==> config.mk <==
export PLATFORM = sky130hd
export DESIGN_NAME = status_flags_and_pin_mux
export DESIGN_NICKNAME = d
export VERILOG_FILES = /design/src/flag_pin_pkg.sv /design/src/irq_pulse_gen.sv /design/src/status_flags_and_pin_mux.sv
export VERILOG_INCLUDE_DIRS = /design/src
export SDC_FILE = /design/constraint.sdc
export NUM_CORES = 1
export LEC_CHECK = 0
export ABC_AREA = 1
export BUFFER_PORTS_ARGS = -buffer_cell sky130_fd_sc_hd__buf_2
export CAP_MARGIN = 15
export CORE_ASPECT_RATIO = 0.7
export CORE_UTILIZATION = 35
export CTS_CLUSTER_DIAMETER = 60
export CTS_CLUSTER_SIZE = 40
export DETAILED_ROUTE_END_ITERATION = 8
export GPL_TIMING_DRIVEN = 0
export PLACE_DENSITY = 0.53
export SETUP_SLACK_MARGIN = 0.5
export SLEW_MARGIN = 10
export SYNTH_ARGS = -nofsm -noshare
export SYNTH_HDL_FRONTEND = slang
export SYNTH_HIERARCHICAL = 1
export SYNTH_SLANG_ARGS = --single-unit
export TNS_END_PERCENT = 20
==> constraint.sdc <==
create_clock -name clk -period 4.4 [get_ports clk]
set_clock_uncertainty 0.2 [all_clocks]
set_input_delay 0.44 -clock clk [delete_from_list [all_inputs] [get_ports clk]]
set_output_delay 0.44 -clock clk [all_outputs]
set_load 0.01 [all_outputs]
==> src/flag_pin_cfg.svh <==
`ifndef FLAG_PIN_CFG_SVH
`define FLAG_PIN_CFG_SVH

// Register offsets on the control port.
`define REG_STICKY_FLAGS   7'h60
`define REG_LIVE_STATUS    7'h61
`define REG_PIN_CONTROL    7'h62
`define REG_BUTTON_CLEAR   7'h0E

// Pin control field positions.
`define PIN_FUNC_HI        7
`define PIN_FUNC_LO        4
`define PIN_CLK_SEL_BIT    3
`define PIN_IRQ_FORM_BIT   2
`define PIN_IN_BIT         1
`define PIN_OUT_BIT        0
`define PIN_CTRL_RESET     8'h00
`define PIN_WRITE_MASK     8'hFD

// Live status field positions.
`define STAT_SHORT_HI      7
`define STAT_SHORT_LO      4
`define STAT_BUTTON_BIT    3
`define STAT_HEADSET_BIT   2
`define STAT_GATE_HI       1
`define STAT_GATE_LO       0

// Clock rate and interrupt pulse timing.
`define CLK_FREQ_KHZ       50000
`define IRQ_PULSE_US       2000
`define IRQ_GAP_US         2000
`define IRQ_PULSE_CYC      ((`IRQ_PULSE_US * `CLK_FREQ_KHZ) / 1000)
`define IRQ_GAP_CYC        ((`IRQ_GAP_US * `CLK_FREQ_KHZ) / 1000)

`endif

==> src/flag_pin_pkg.sv <==
package flag_pin_pkg;

    // Function codes of the multi-function pin.
    typedef enum logic [3:0] {
        FN_OFF      = 4'h0,
        FN_REC_WCLK = 4'h1,
        FN_DIV1     = 4'h2,
        FN_DIV2     = 4'h3,
        FN_DIV4     = 4'h4,
        FN_DIV8     = 4'h5,
        FN_IRQ_SC   = 4'h6,
        FN_IRQ_GATE = 4'h7,
        FN_GP_IN    = 4'h8,
        FN_GP_OUT   = 4'h9,
        FN_MIC_CLK  = 4'hA,
        FN_WCLK     = 4'hB,
        FN_IRQ_BTN  = 4'hC,
        FN_IRQ_HS   = 4'hD,
        FN_IRQ_HSB  = 4'hE,
        FN_IRQ_ALL  = 4'hF
    } pin_func_type;

    // Interrupt pulse generator states.
    typedef enum logic [1:0] {
        PL_IDLE,
        PL_HIGH,
        PL_GAP
    } pulse_state_type;

endpackage

==> src/irq_pulse_gen.sv <==
`include "flag_pin_cfg.svh"

// Shapes a combined event level into a single pulse or a repeating train.
module irq_pulse_gen #(
    parameter int PULSE_CYC = `IRQ_PULSE_CYC,  // High time of one pulse.
    parameter int GAP_CYC   = `IRQ_GAP_CYC     // Low time between repeats.
) (
    input  wire logic clk,          // System clock.
    input  wire logic rst_b,        // Asynchronous reset, active low.
    input  wire logic event_lvl,    // Combined event condition.
    input  wire logic repeat_mode,  // One selects repeated pulses.
    input  wire logic flags_read,   // Host read of the sticky flags.
    output logic      irq_out       // Shaped interrupt, active high.
);

    typedef struct packed {
        flag_pin_pkg::pulse_state_type st;
        logic [31:0]                   cnt;
        logic                          prev;
        logic                          irq;
        logic                          stop;
    } gen_type;

    gen_type cur_q;
    gen_type nxt_d;

    // =========================================================
    // Pulse sequencing
    // A rising edge starts a pulse; in repeat mode the train runs until the
    // sticky flags are read, so a missed read keeps nagging the host.
    always_comb begin
        nxt_d      = cur_q;
        nxt_d.prev = event_lvl;
        case (cur_q.st)
            flag_pin_pkg::PL_IDLE: begin
                // RQ18: rising edge start
                if (event_lvl && !cur_q.prev) begin
                    nxt_d.st  = flag_pin_pkg::PL_HIGH;
                    nxt_d.cnt  = 32'(PULSE_CYC - 1);
                    nxt_d.irq  = 1'b1;
                    nxt_d.stop = 1'b0;
                end
            end
            flag_pin_pkg::PL_HIGH: begin
                // A read strobe lasts one cycle, so a read during the pulse is remembered.
                if (flags_read) begin
                    nxt_d.stop = 1'b1;
                end
                if (cur_q.cnt != 32'h0) begin
                    nxt_d.cnt = cur_q.cnt - 32'h1;
                end else begin
                    nxt_d.irq = 1'b0;
                    // RQ14: repeat until read
                    if (repeat_mode && !flags_read && !cur_q.stop) begin
                        nxt_d.st  = flag_pin_pkg::PL_GAP;
                        nxt_d.cnt = 32'(GAP_CYC - 1);
                    end else begin
                        nxt_d.st = flag_pin_pkg::PL_IDLE;
                    end
                end
            end
            flag_pin_pkg::PL_GAP: begin
                if (flags_read || !repeat_mode) begin
                    nxt_d.st = flag_pin_pkg::PL_IDLE;
                end else if (cur_q.cnt != 32'h0) begin
                    nxt_d.cnt = cur_q.cnt - 32'h1;
                end else begin
                    nxt_d.st  = flag_pin_pkg::PL_HIGH;
                    nxt_d.cnt = 32'(PULSE_CYC - 1);
                    nxt_d.irq = 1'b1;
                end
            end
            default: begin
                nxt_d.st  = flag_pin_pkg::PL_IDLE;
                nxt_d.irq = 1'b0;
            end
        endcase
    end

    // State register.
    always_ff @(posedge clk or negedge rst_b) begin
        if (!rst_b) begin
            cur_q <= '{st: flag_pin_pkg::PL_IDLE, cnt: 32'h0, prev: 1'b0, irq: 1'b0, stop: 1'b0};
        end else begin
            cur_q <= nxt_d;
        end
    end

    assign irq_out = cur_q.irq;

endmodule

==> src/status_flags_and_pin_mux.sv <==
`include "flag_pin_cfg.svh"

// Contract
// RQ1: Status bits 7..4 show live short circuit on the four headphone drivers.
// RQ2: Status bit 3 latches a button press; cleared only by reading register 14.
// RQ3: Status bit 2 shows headset currently present.
// RQ4: Status bits 1,0 show left/right record power below noise-gate threshold.
// RQ5: Pin function resets to disabled; 0001 gives record word clock.
// RQ6: Functions 0010..0101 output selected clock divided by 1, 2, 4, 8.
// RQ7: 0110 outputs short-circuit interrupt, 0111 noise-gate interrupt.
// RQ8: 1000 makes the pin an input, 1001 an output.
// RQ9: 1010 outputs the digital microphone modulator clock.
// RQ10: 1011 carries the serial-bus word clock, in or out per direction input.
// RQ11: 1100 outputs active-high button interrupt following the debounced press.
// RQ12: 1101..1111 output headset, headset|button, or all-event interrupts.
// RQ13: Control bit 3 picks loop clock (0) or divider mux clock (1).
// RQ14: Control bit 2 picks single 2 ms pulse or repeats until flags read.
// RQ15: Control bit 1 reads back the synchronised pin level.
// RQ16: Output mode drives control bit 0 onto the pin.
// RQ17: Sticky flags register holds event bits until the host reads it.
// RQ18: Interrupt pulses are timed by a counter started on a rising event.
// RQ19: Read-only bits ignore writes; unused codes keep the pin disabled.
module status_flags_and_pin_mux #(
    parameter int PULSE_CYC = `IRQ_PULSE_CYC,  // Interrupt pulse length in clocks.
    parameter int GAP_CYC   = `IRQ_GAP_CYC     // Gap between repeated pulses.
) (
    input  wire logic       clk,             // System clock, 50 MHz.
    input  wire logic       rst_b,           // Asynchronous reset, active low.
    input  wire logic [6:0] reg_addr,        // Register address.
    input  wire logic       reg_wr,          // Write strobe, one cycle.
    input  wire logic       reg_rd,          // Read strobe, one cycle.
    input  wire logic [7:0] reg_wdata,       // Write data.
    output logic      [7:0] reg_rdata,       // Read data, registered.
    input  wire logic [3:0] short_det,       // Short detect per driver, bit 3 = left main.
    input  wire logic       button_det,      // Debounced button pressed level.
    input  wire logic       headset_det,     // Headset present level.
    input  wire logic [1:0] gate_det,        // Noise gate, bit 1 left, bit 0 right.
    input  wire logic       pll_clk_in,      // Loop clock source.
    input  wire logic       divmux_clk_in,   // Divider mux clock source.
    input  wire logic       rec_wclk_in,     // Record-side word clock.
    input  wire logic       mic_clk_in,      // Microphone modulator clock.
    input  wire logic       wclk_out_val,    // Word clock when this end is master.
    input  wire logic       wclk_is_out,     // Word clock direction, one = output.
    output logic            wclk_in_val,     // Word clock seen on the pin.
    input  wire logic       pin_i,           // Pin level from the pad.
    output logic            pin_o,           // Pin output value.
    output logic            pin_oe_b         // Pin enable, low while driving.
);

    typedef struct packed {
        logic [7:0] ctrl;
        logic [7:0] sticky;
        logic       button;
        logic [3:0] short_s;
        logic       headset_s;
        logic [1:0] gate_s;
        logic [2:0] pin_sync;
        logic       pin_lvl;
        logic [2:0] clk_sync;
        logic [2:0] div_cnt;
        logic [7:0] rdata;
    } state_type;

    state_type st_q;
    state_type st_d;

    logic [7:0]                 live_stat;
    logic                       rd_sticky;
    logic                       rd_button;
    logic                       sel_clk;
    logic                       div_clk;
    logic                       ev_short;
    logic                       ev_gate;
    logic                       ev_sel;
    logic                       irq_shaped;
    logic                       src_clk;
    flag_pin_pkg::pin_func_type func;

    assign func      = flag_pin_pkg::pin_func_type'(st_q.ctrl[`PIN_FUNC_HI:`PIN_FUNC_LO]);
    assign rd_sticky = reg_rd && (reg_addr == `REG_STICKY_FLAGS);
    assign rd_button = reg_rd && (reg_addr == `REG_BUTTON_CLEAR);

    // =========================================================
    // Live status assembly
    always_comb begin
        live_stat = 8'h00;
        // RQ1: live short status
        live_stat[`STAT_SHORT_HI:`STAT_SHORT_LO] = st_q.short_s;
        // RQ2: latched button bit
        live_stat[`STAT_BUTTON_BIT] = st_q.button;
        // RQ3: headset present bit
        live_stat[`STAT_HEADSET_BIT] = st_q.headset_s;
        // RQ4: noise gate bits
        live_stat[`STAT_GATE_HI:`STAT_GATE_LO] = st_q.gate_s;
    end

    // Event groups feeding the interrupt functions.
    assign ev_short = |st_q.short_s;
    assign ev_gate  = |st_q.gate_s;

    // =========================================================
    // Clock source selection
    // The clock sources are sampled, so the divided outputs are only clean
    // for sources well below half the system clock rate.
    // RQ13: divider source select
    assign src_clk = st_q.ctrl[`PIN_CLK_SEL_BIT] ? divmux_clk_in : pll_clk_in;

    // RQ6: divide by 1, 2, 4, 8
    always_comb begin
        case (func)
            flag_pin_pkg::FN_DIV1: sel_clk = st_q.clk_sync[1];
            flag_pin_pkg::FN_DIV2: sel_clk = st_q.div_cnt[0];
            flag_pin_pkg::FN_DIV4: sel_clk = st_q.div_cnt[1];
            flag_pin_pkg::FN_DIV8: sel_clk = st_q.div_cnt[2];
            default:               sel_clk = 1'b0;
        endcase
    end
    assign div_clk = sel_clk;

    // =========================================================
    // Next state
    always_comb begin
        st_d = st_q;
        // Detector inputs arrive from analog circuits, so they are registered.
        st_d.short_s   = short_det;
        st_d.headset_s = headset_det;
        st_d.gate_s    = gate_det;
        // RQ15: three-stage pin sync
        st_d.pin_sync = {st_q.pin_sync[1:0], pin_i};
        if (st_q.pin_sync[2] == st_q.pin_sync[1]) begin
            st_d.pin_lvl = st_q.pin_sync[1];
        end
        st_d.clk_sync = {st_q.clk_sync[1:0], src_clk};
        // Count rising edges of the synchronised source clock.
        if (st_q.clk_sync[1] && !st_q.clk_sync[2]) begin
            st_d.div_cnt = st_q.div_cnt + 3'h1;
        end
        // RQ2: clear on read, set wins
        if (rd_button) begin
            st_d.button = 1'b0;
        end
        if (button_det) begin
            st_d.button = 1'b1;
        end
        // RQ17: sticky clear on read
        if (rd_sticky) begin
            st_d.sticky = 8'h00;
        end
        st_d.sticky = st_d.sticky | live_stat;
        // RQ19: read-only bits masked
        if (reg_wr && (reg_addr == `REG_PIN_CONTROL)) begin
            st_d.ctrl = reg_wdata & `PIN_WRITE_MASK;
        end
        st_d.ctrl[`PIN_IN_BIT] = st_d.pin_lvl;
        // Register read data.
        if (reg_rd) begin
            case (reg_addr)
                `REG_STICKY_FLAGS: st_d.rdata = st_q.sticky;
                `REG_LIVE_STATUS:  st_d.rdata = live_stat;
                `REG_PIN_CONTROL:  st_d.rdata = st_q.ctrl;
                default:           st_d.rdata = 8'h00;
            endcase
        end
    end

    // State register.
    always_ff @(posedge clk or negedge rst_b) begin
        if (!rst_b) begin
            st_q <= '0;
        end else begin
            st_q <= st_d;
        end
    end

    // =========================================================
    // Interrupt source selection
    always_comb begin
        case (func)
            // RQ7: short and gate interrupts
            flag_pin_pkg::FN_IRQ_SC:   ev_sel = ev_short;
            flag_pin_pkg::FN_IRQ_GATE: ev_sel = ev_gate;
            // RQ12: combined interrupt sources
            flag_pin_pkg::FN_IRQ_HS:   ev_sel = st_q.headset_s;
            flag_pin_pkg::FN_IRQ_HSB:  ev_sel = st_q.headset_s | st_q.button;
            flag_pin_pkg::FN_IRQ_ALL:  ev_sel = st_q.headset_s | st_q.button | ev_short | ev_gate;
            default:                   ev_sel = 1'b0;
        endcase
    end

    irq_pulse_gen #(
        .PULSE_CYC (PULSE_CYC),
        .GAP_CYC   (GAP_CYC)
    ) u_pulse (
        .clk         (clk),
        .rst_b       (rst_b),
        .event_lvl   (ev_sel),
        .repeat_mode (st_q.ctrl[`PIN_IRQ_FORM_BIT]),
        .flags_read  (rd_sticky),
        .irq_out     (irq_shaped)
    );

    // =========================================================
    // Pin multiplexer
    always_comb begin
        pin_o    = 1'b0;
        pin_oe_b = 1'b1;
        case (func)
            // RQ5: record word clock
            flag_pin_pkg::FN_REC_WCLK: begin
                pin_o    = rec_wclk_in;
                pin_oe_b = 1'b0;
            end
            flag_pin_pkg::FN_DIV1, flag_pin_pkg::FN_DIV2,
            flag_pin_pkg::FN_DIV4, flag_pin_pkg::FN_DIV8: begin
                pin_o    = div_clk;
                pin_oe_b = 1'b0;
            end
            flag_pin_pkg::FN_IRQ_SC, flag_pin_pkg::FN_IRQ_GATE, flag_pin_pkg::FN_IRQ_HS,
            flag_pin_pkg::FN_IRQ_HSB, flag_pin_pkg::FN_IRQ_ALL: begin
                pin_o    = irq_shaped;
                pin_oe_b = 1'b0;
            end
            // RQ16: output value bit
            flag_pin_pkg::FN_GP_OUT: begin
                pin_o    = st_q.ctrl[`PIN_OUT_BIT];
                pin_oe_b = 1'b0;
            end
            // RQ9: microphone clock
            flag_pin_pkg::FN_MIC_CLK: begin
                pin_o    = mic_clk_in;
                pin_oe_b = 1'b0;
            end
            // RQ10: word clock direction
            flag_pin_pkg::FN_WCLK: begin
                pin_o    = wclk_out_val;
                pin_oe_b = !wclk_is_out;
            end
            // RQ11: button level interrupt
            flag_pin_pkg::FN_IRQ_BTN: begin
                pin_o    = button_det;
                pin_oe_b = 1'b0;
            end
            // RQ8: input mode releases pin
            default: begin
                pin_o    = 1'b0;
                pin_oe_b = 1'b1;
            end
        endcase
    end

    // Word clock seen on the pin when this end listens.
    assign wclk_in_val = (func == flag_pin_pkg::FN_WCLK) && !wclk_is_out && st_q.pin_lvl;
    assign reg_rdata   = st_q.rdata;

endmodule

==> results of run 1 <==
placed cells by master (no fill, tap or decap), types with 2 or more instances in the layout:
master,Yosys,routed
a21oi_1,3,3
buf_2,2,43
nand4_1,14,14
nor3_1,4,4
nor2_4,10,10
nand2_1,160,160
buf_12,3,3
xnor2_1,10,10
nor2_1,73,73
o21ai_2,19,19
buf_4,10,11
ha_1,6,6
buf_6,2,2
nand2_2,21,21
o21ai_0,10,10
nand3_4,2,2
xor2_1,8,8
nor2_8,2,2
dlygate4sd3_1,0,5
nor2_2,15,15
inv_1,71,71
clkbuf_16,0,9
mux2_2,2,2
inv_2,2,2
dfrtp_1,78,78
nand3_1,65,65
o21bai_1,6,6
clkinvlp_4,0,4
where the power goes:
group	internal [mW]	switching, mW	total (mW)
registers	0.787	0.0720	0.859
clock network	0.457	0.313	0.770
logic	0.234	0.420	0.655
total	1.48	0.806	2.28
worst paths after layout:
path,startpoint,endpoint,cells past startpoint
min in group asynchronous,rst_b,u_pulse/cur_q[31]$_DFFE_PN0P_,2
hold reg to reg,st_d[16]$_DFF_PN0_,st_d[17]$_DFF_PN0_,0
max in group asynchronous,rst_b,u_pulse/cur_q[24]$_DFFE_PN0P_,3
hold / removal,short_det[2],live_stat[6]$_DFF_PN0_,1
setup / recovery,func[2]$_DFFE_PN0P_,u_pulse/cur_q[3]$_DFFE_PN0P_,13
setup reg to reg,func[2]$_DFFE_PN0P_,u_pulse/cur_q[3]$_DFFE_PN0P_,13
metrics by stage:
stage / utilization, % / std cells / area, um2
5_1_grt: 42.2 / 858 / 5590
4_1_cts: 42.2 / 857 / 5580
3_5_place_dp: 39.5 / 837 / 5230
2_1_floorplan: - / 609 / 4760
6_report: 42.2 / 858 / 5590
3_3_place_gp: 39.3 / 836 / 5200
registers in the layout, indices dropped and copies added, names as in the netlist:
signal / cells
st_d: 4
reg_rdata: 8
st_q: 17
live_stat: 8
u_pulse/cur_q: 36
u_pulse/irq_out: 1
func: 4
cells by family (layout without fill, tap and decap cells):
kind of cell    count (synthesis)  after routing  share of synthesized area, %
fa+ha+maj                       7              7                          1.79
xor+xnor                       18             18                          3.31
mux                             2              2                         0.474
compound gates                 43             43                          6.76
simple gates                  371            371                          37.3
flops                          78             78                          41.0
buf+inv                        90            154                          9.29
final cells by class:
cell class / count / share of cell area, %
multi-input combinational: 441 / 42.3
sequential: 78 / 34.9
timing repair buffer: 48 / 5.20
inverter: 73 / 4.91
clock buffer: 10 / 4.28
tap: 185 / 4.14
buffer: 17 / 3.00
clock inverter: 6 / 1.23
per-layer routing:
metal / wire length, um / vias up / track usage (%)
li1: - / 2032 / -
met1: 6200 / 1887 / 27.2
met2: 4370 / 86 / 24.1
met3: 532 / 12 / 3.37
met4: 114 / 0 / 4.10
met5: 0 / - / 0
repair_timing:
action	CTS	global route
hold endpoints to repair	33	1
hold buffers	4	1
gates resized for setup	0	0
critical path, cell delays in order (launching register included):
cell	delay (ns)
dfrtp_1	0.49
inv_1	0.14
nor2_1	0.25
nand3_1	0.11
nand2_1	0.08
inv_1	0.04
nand4_1	0.12
a21oi_1	0.12
nor2_1	0.09
nand2_1	0.13
inv_1	0.32
nand2_4	0.15
buf_12	0.18
o21ai_0	0.15
==> metrics, run 1 <==
# H-tree levels 3; PD cells 409 nW/um2; synthesized net count 649; first-pass GRT wire length 19100 um; vias per cell 4.68; max cap viols 0; DRT antenna net count 0; status completed; final worst setup slack 1.74 ns; layout cells sized above 1 22.9%; initial antenna violation count 0; area grow syn2layout 17.4%; Setup Buffers After CTS 0; Critical Path Source Type register; CTS tree done; count leader, synth nand2_1; Antenna diodes 0; worst vdd ir 0.218 mV; dominant synthesized flop cell dfrtp_1; leading cell types by count after synthesis nand2_1 (160), dfrtp_1 (78), nor2_1 (73); CTS Buf Count 9; CP endpoint kind register; total power 2.28 mW; Die W 141 um; port buffer count 42; CTS Sinks 78; IO Count 45; GRT overflow 0; clock tree buffer depth 2; Worst-Skew Late Latency 0.34 ns; num rows 35; crit path kind register to register; register area share after synthesis 41.0%; detailed-route via count 4017; Post-synth EDFFs 0; max frequency 376 MHz; Mapped Avg Cell Area 7.81 um2; R2R setup slack 1.74 ns; core area 13200 um2; Post-route DRC 0; drt pass-1 iters 5; clock-pin slew on the worst setup and hold paths 0.07 ns; top post-synthesis cells by area dfrtp_1 (41%), nand2_1 (13%), nand3_1 (6.8%), nor2_1 (5.8%), inv_1 (5.6%); height of the chip 99.5 um; Async SR Flop Fraction 100%; WL/cell 13.1 um; Final Setup Violations 0; critical path required time 4.45 ns; library cells used by synthesis 36; fin crit share 60.5%; Slew headroom 70.7%; Worst EP arrival 2.71 ns; final wirelength 11200 um; DP Wirelength 8680 um; Ys Warns 6; initial core utilization 36.0%; gpl congestion 0.865; Mapped Cells 609; Fillers 1374; Iter 0 DRT Violations 260; RSZ-0062 raised after global routing no; leakage power 2.78 nW; Multi-input gate area 2360 um2; Hold Worst Slack 0.0152 ns; Cell Area, Synth 4760 um2; setup slack at placement 1.69 ns; Total GRT Usage 17.4%; Synth Register Bits 78; final net count 708; Worst Max-Slew Pin Slew 0.440 ns; fin. max-slew vios 0; die area 14100 um2; Synth top area share 41.0%; HP Class input pin to register; Max FO, Critical Path 10; register area 1950 um2; pin count of the biggest net entering global routing 49; post-synth top area cell dfrtp_1; Hold Violations, Final 0; Root Buffer clkbuf_16; vias in the first global route 3783; Tmin final 2.66 ns; setup total negative slack 0 ns
(Power assumes the default switching activity.)
==> run 2: changes to the inputs <==
clock period = 2.6 ns   (was 4.4 ns; I/O delays follow)
==> metrics, run 2 (synthesized netlist as in run 1, its figures left out) <==
worst r2r dst u_pulse/cur_q[18]$_DFFE_PN0P_; fin. max-slew vios 0 (unchanged); IO Count 45 (unchanged); met3 wire len 600 um (+13%); CTS Buf Count 9 (unchanged); R2R setup slack 0.45 ns (-1.29 ns); Hold EP reg_rdata[0]$_DFFE_PN0P_; most common cell after layout, fill and taps aside nand2_1; clock-pin slew on the worst setup and hold paths 0.06 ns (about the same); final net count 741 (+4.7%); power share of the sequential group 34.4% (-3.2 points); PD cells 702 nW/um2 (+72%); HP Class input pin to register; placed cell area 5230 um2 (unchanged); Max FO, Critical Path 7 (-3); first-pass GRT wire length 20200 um (+5.7%); Worst EP arrival 2.18 ns (-0.53 ns); critical path required time 2.63 ns (-1.82 ns); vias in the first global route 3977 (+5.1%); r2r startpoint u_pulse/cur_q[4]$_DFFE_PN0P_; largest registers u_pulse/cur_q (36), st_q (17); final wirelength 12200 um (+8.7%); leakage power 2.98 nW (+6.8%); initial antenna violation count 0 (unchanged); GRT overflow 0 (unchanged); Iter 0 DRT Violations 310 (+19%); detailed-route via count 4204 (+4.7%); WL met2 4940 um (+13%); Pint 2.71 mW (+84%); worst vdd ir 0.412 mV (+89%); vias per cell 4.72 (+0.78%); setup total negative slack 0 ns (unchanged); pin count of the biggest net entering global routing 52 (+6.1%); switching power 1.51 mW (+87%); DRT antenna net count 0 (unchanged); max cap viols 0 (unchanged); status completed; RSZ-0062 raised after global routing yes; Clk network pwr share 32.0% (-1.7 points); die area 14100 um2 (unchanged); # H-tree levels 3 (unchanged); Root Buffer clkbuf_16; Top Metal Used met4; Final Setup Violations 0 (unchanged); layout cells sized above 1 26.8% (+3.9 points); combinational share of power 33.6% (+4.9 points); gpl congestion 0.857 (-0.87%); register area 1960 um2 (+0.26%); Worst-Skew Late Latency 0.34 ns (about the same); Hold Worst Slack 0.0511 ns (+0.0358 ns); DP Wirelength 8820 um (+1.6%); crit path kind register to register; Worst Max-Slew Pin Slew 0.407 ns (-0.0333 ns); max frequency 465 MHz (+24%); WL/cell 13.7 um (+4.6%); sw frac 35.7% (+0.47 points); area grow syn2layout 26.5%; Total GRT Usage 18.6% (+1.2 points); Fillers 1369 (-0.36%); Antenna diodes 0 (unchanged); drt pass-1 iters 5 (unchanged); core area 13200 um2 (unchanged); height of the chip 99.5 um (unchanged); Tmin final 2.15 ns (-0.508 ns); fin crit share 82.8% (+22 points); Final Util 45.5% (+3.2 points); post-route cell area 6010 um2 (+7.7%); Die W 141 um (unchanged); wl on met1 6560 um (+5.9%); FF-to-FF path depth 11 (-2); Slew headroom 72.9% (+2.2 points); Reg with most FFs u_pulse/cur_q; port buffer count 42 (unchanged); Multi-input gate area 2440 um2 (+3.2%); initial core utilization 36.0% (unchanged); Critical Path Source Type register; hold path depth 3 (+2); Post-route DRC 0 (unchanged); CP endpoint kind register; CTS Sinks 78 (unchanged); max reg flops 36 (unchanged); clock tree buffer depth 2 (unchanged); CTS tree done; most frequent cells in the layout nand2_1 (158), dfrtp_1 (74), nor2_1 (69); Hold Violations, Final 0 (unchanged); hold_sp reg_rd; num rows 35 (unchanged)
run 2: cell count changes in the layout (fill, tap and decap cells not counted), moves of 3 or more:
cell           delta
nor2_2            -5
clkinvlp_4        -4
nor2_1            -4
nor2_4            +9
inv_6             +5
buf_4            +16
inv_1             -4
dfrtp_2           +4
inv_2             +3
dfrtp_1           -4
dlygate4sd3_1    +14
run 2: area by class of cell:
cell class,instances,area share (%)
multi-input combinational,441,40.5
sequential,78,32.5
timing repair buffer,81,10.4
inverter,73,4.64
tap,185,3.85
clock buffer,9,3.74
buffer,17,2.93
clock inverter,7,1.41
run 2: layer usage:
| layer | GRT usage [%] | vias up |
|---|---|---|
| li1 | - | 2106 |
| met3 | 4.38 | 8 |
| met5 | 0 | - |
| met2 | 26.6 | 89 |
| met4 | 4.60 | 0 |
| met1 | 27.9 | 2001 |
run 2: how the worst max path moves through the flow:
stage / from / end / slack (ns) / cells past startpoint
after floorplan: func[2]$_DFFE_PN0P_ / u_pulse/cur_q[22]$_DFFE_PN0P_ / 0.56 / 14
after global placement: reg_addr[2] / u_pulse/cur_q[3]$_DFFE_PN0P_ / 0.12 / 13
after detailed placement: reg_addr[0] / u_pulse/cur_q[3]$_DFFE_PN0P_ / 0.08 / 13
after CTS: func[1]$_DFFE_PN0P_ / u_pulse/cur_q[28]$_DFFE_PN0P_ / 0.48 / 12
after global routing: live_stat[4]$_DFF_PN0_ / u_pulse/cur_q[32]$_DFFE_PN0P_ / 0.30 / 13
final: u_pulse/cur_q[4]$_DFFE_PN0P_ / u_pulse/cur_q[18]$_DFFE_PN0P_ / 0.45 / 11
run 2: critical path, stage by stage (launching register included):
cell and delay, ns:
dfrtp_1 0.40, inv_1 0.08, ha_2 0.25, nand2_2 0.10
nor2_4 0.18, nand3_2 0.17, nor2_4 0.19, a21oi_4 0.08
buf_12 0.14, buf_12 0.14, nor2_2 0.07, nor2_1 0.04
run 2: per-stage QoR:
stage	instances	total power [mW]	setup slack [ns]
4_1_cts	886	4.14	0.482
5_1_grt	891	4.48	0.302
6_report	891	4.22	0.448
3_5_place_dp	837	2.59	0.0835
2_1_floorplan	609	2.28	0.564
3_3_place_gp	836	2.56	0.123
run 2: what timing repair did:
| item | 4_1_cts | 5_1_grt |
|---|---|---|
| hold endpoints to repair | 44 | 0 |
| resized for setup | 23 | 8 |
| hold buffers | 19 | 0 |
| gates cloned | 1 | 1 |
| setup endpoints to repair | 35 | 36 |
| buffers inserted | 13 | 4 |
| pin swaps | 8 | 4 |
run 2: power groups by stage:
stage	clock network, mW	registers [mW]	logic [mW]
after global placement	0	1.47	1.09
after CTS	1.40	1.45	1.29
final	1.35	1.45	1.42
after detailed placement	0	1.48	1.12
after global routing	1.45	1.47	1.56
after floorplan	0	1.44	0.838
==> run 3: changes to the inputs <==
PLACE_DENSITY = 0.55   (was 0.53)
clock period = 1.8 ns   (was 2.6 ns; I/O delays follow)
==> metrics, run 3 (synthesized netlist as in run 1, its figures left out) <==
status finished, violations left; failing checks setup timing; Slew headroom 68.3% (-4.5 points); Worst Max-Slew Pin Slew 0.475 ns (+0.0682 ns); hold_sp reg_addr[6]; DP Wirelength 8920 um (+1.1%); vias per cell 4.76 (+0.97%); die area 14100 um2 (unchanged); fin. max-slew vios 0 (unchanged); CP max stage delay 0.49 ns (+0.09 ns); num rows 35 (unchanged); PD cells 988 nW/um2 (+41%); Worst path top cell family by delay simple AND/OR/NAND/NOR gates; GRT overflow 0 (unchanged); first-pass GRT wire length 21000 um (+3.9%); Antenna diodes 0 (unchanged); port buffer count 42 (unchanged); clock tree buffer depth 2 (unchanged); initial antenna violation count 0 (unchanged); fin crit share 122% (+39 points); most common cell after layout, fill and taps aside nand2_1; Root Buffer clkbuf_16; Iter 0 DRT Violations 360 (+16%); Crit-path slowest cell dfrtp_2; Total GRT Usage 19.2% (+0.58 points); Fillers 1284 (-6.2%); critical path required time 1.82 ns (-0.81 ns); HP Class input pin to register; pin count of the biggest net entering global routing 48 (-7.7%); Final Non-Filler Cells 898 (+0.79%); final wirelength 12500 um (+2.8%); most frequent cells in the layout nand2_1 (144), dfrtp_1 (74), inv_1 (62); Worst EP arrival 2.21 ns (+0.03 ns); # H-tree levels 3 (unchanged); RSZ-0062 raised after global routing yes; FF-to-FF path depth 13 (+2); Die W 141 um (unchanged); r2r startpoint func[1]$_DFFE_PN0P_; worst r2r dst u_pulse/cur_q[25]$_DFFE_PN0P_; R2R setup slack -0.39 ns (-0.84 ns); final net count 748 (+0.94%); max frequency 456 MHz (-1.8%); Hold EP live_stat[3]$_DFFE_PN0P_; IO Count 45 (unchanged); CTS Sinks 78 (unchanged); Reg with most FFs u_pulse/cur_q; area grow syn2layout 32.0%; drt pass-1 iters 5 (unchanged); Final Util 47.5% (+2.0 points); WL/cell 13.9 um (+2.0%); DRT antenna net count 0 (unchanged); clock-pin slew on the worst setup and hold paths 0.07 ns (about the same); CP endpoint kind register; Final Setup Violations 39 (+39); CTS Buf Count 9 (unchanged); initial core utilization 36.0% (unchanged); height of the chip 99.5 um (unchanged); final worst setup slack -0.391 ns (-0.839 ns); Tmin final 2.19 ns (+0.0389 ns); CP bufs+invs 4 (+1); Worst-Skew Late Latency 0.33 ns (about the same); hold path depth 4 (+1); max reg flops 36 (unchanged); max cap viols 0 (unchanged); crit path kind register to register; Hold Violations, Final 0 (unchanged); vias in the first global route 4054 (+1.9%); core area 13200 um2 (unchanged); worst path cell trace nand2_4, inv_2, nand3_2, nand2_1, inv_1, nand4_1, a21oi_2, nor2_1, nand2_2, clkinv_4, nand2_8, buf_12, o21ai_2; gpl congestion 0.921 (+7.4%); largest registers u_pulse/cur_q (36), st_q (17); Max FO, Critical Path 10 (+3); worst vdd ir 0.511 mV (+24%); Post-route DRC 0 (unchanged); Inst Count DP 837 (unchanged); CTS tree done; leakage power 3.06 nW (+2.9%); detailed-route via count 4278 (+1.8%); Critical Path Source Type register; layout cells sized above 1 32.3% (+5.5 points)
[run 3: cell count changes in the layout (fill, tap and decap cells not counted), sizes merged]
cell	before	now
buf	78	82
inv	79	76
clkinv	0	2
dlygate4sd3	19	21
clkinvlp	0	1
nand2	183	184
[run 3: worst register-to-register path, cell delays in order, from the launching register on]
cell and delay [ns]:
dfrtp_2 0.49, nand2_4 0.10, inv_2 0.04, nand3_2 0.06
nand2_1 0.05, inv_1 0.05, nand4_1 0.16, a21oi_2 0.20
nor2_1 0.07, nand2_2 0.14, clkinv_4 0.17, nand2_8 0.14
buf_12 0.16, o21ai_2 0.06
[run 3: per-stage QoR]
step                      TNS, ns  worst slack, ns  power, mW  hold slack [ns]  cell area, um2
after floorplan             -3.14           -0.124       3.32           -0.316            4790
after global placement     -41.21           -0.643       3.73           0.0876            5230
after detailed placement   -19.56           -0.655       3.77          -0.0233            5260
after CTS                  -10.10           -0.345       6.06          0.00248            6110
after global routing       -16.85           -0.520       6.58           0.0267            6280
final                      -11.68           -0.391       6.20           0.0138            6280
[run 3: per-layer routing]
layer  global-route usage [%]  vias up  wire (um)  part of all wire [%]
met5                        0        -          0                     0
met4                     3.76        0         42                  0.34
met3                     3.71        4        673                   5.4
met2                     25.6      104       5000                    40
met1                     31.1     2048       6810                    54
li1                         -     2122          -                     -
[run 3: where the power goes]
group	total, mW	switching [mW]	internal, mW
logic	2.19	1.27	0.919
clock network	1.89	0.791	1.10
registers	2.12	0.196	1.93
[run 3: worst max-delay path by stage]
stage / end / from / slack, ns / cells after the start
final: u_pulse/cur_q[25]$_DFFE_PN0P_ / func[1]$_DFFE_PN0P_ / -0.39 / 13
after global routing: u_pulse/cur_q[14]$_DFFE_PN0P_ / live_stat[1]$_DFF_PN0_ / -0.52 / 13
after CTS: u_pulse/cur_q[24]$_DFFE_PN0P_ / live_stat[7]$_DFF_PN0_ / -0.35 / 11
after detailed placement: u_pulse/cur_q[3]$_DFFE_PN0P_ / reg_addr[0] / -0.66 / 13
after global placement: u_pulse/cur_q[3]$_DFFE_PN0P_ / reg_addr[0] / -0.64 / 13
after floorplan: u_pulse/cur_q[11]$_DFFE_PN0P_ / func[1]$_DFFE_PN0P_ / -0.12 / 12
[run 3: area by class of cell]
cell class	instances	area, um2	area share [%]
timing repair buffer	87	718	11.4
multi-input combinational	442	2580	41.1
inverter	73	284	4.53
clock buffer	9	225	3.59
sequential	78	1960	31.2
tap	185	231	3.69
buffer	17	201	3.21
clock inverter	7	80.1	1.28
[run 3: repair_timing]
item	4_1_cts	5_1_grt
buffers inserted	17	4
endpoints found under the hold margin	56	0
pin swaps	9	16
gates cloned	2	1
endpoints found under the setup margin	49	51
hold buffers	21	0
resized for setup	58	34
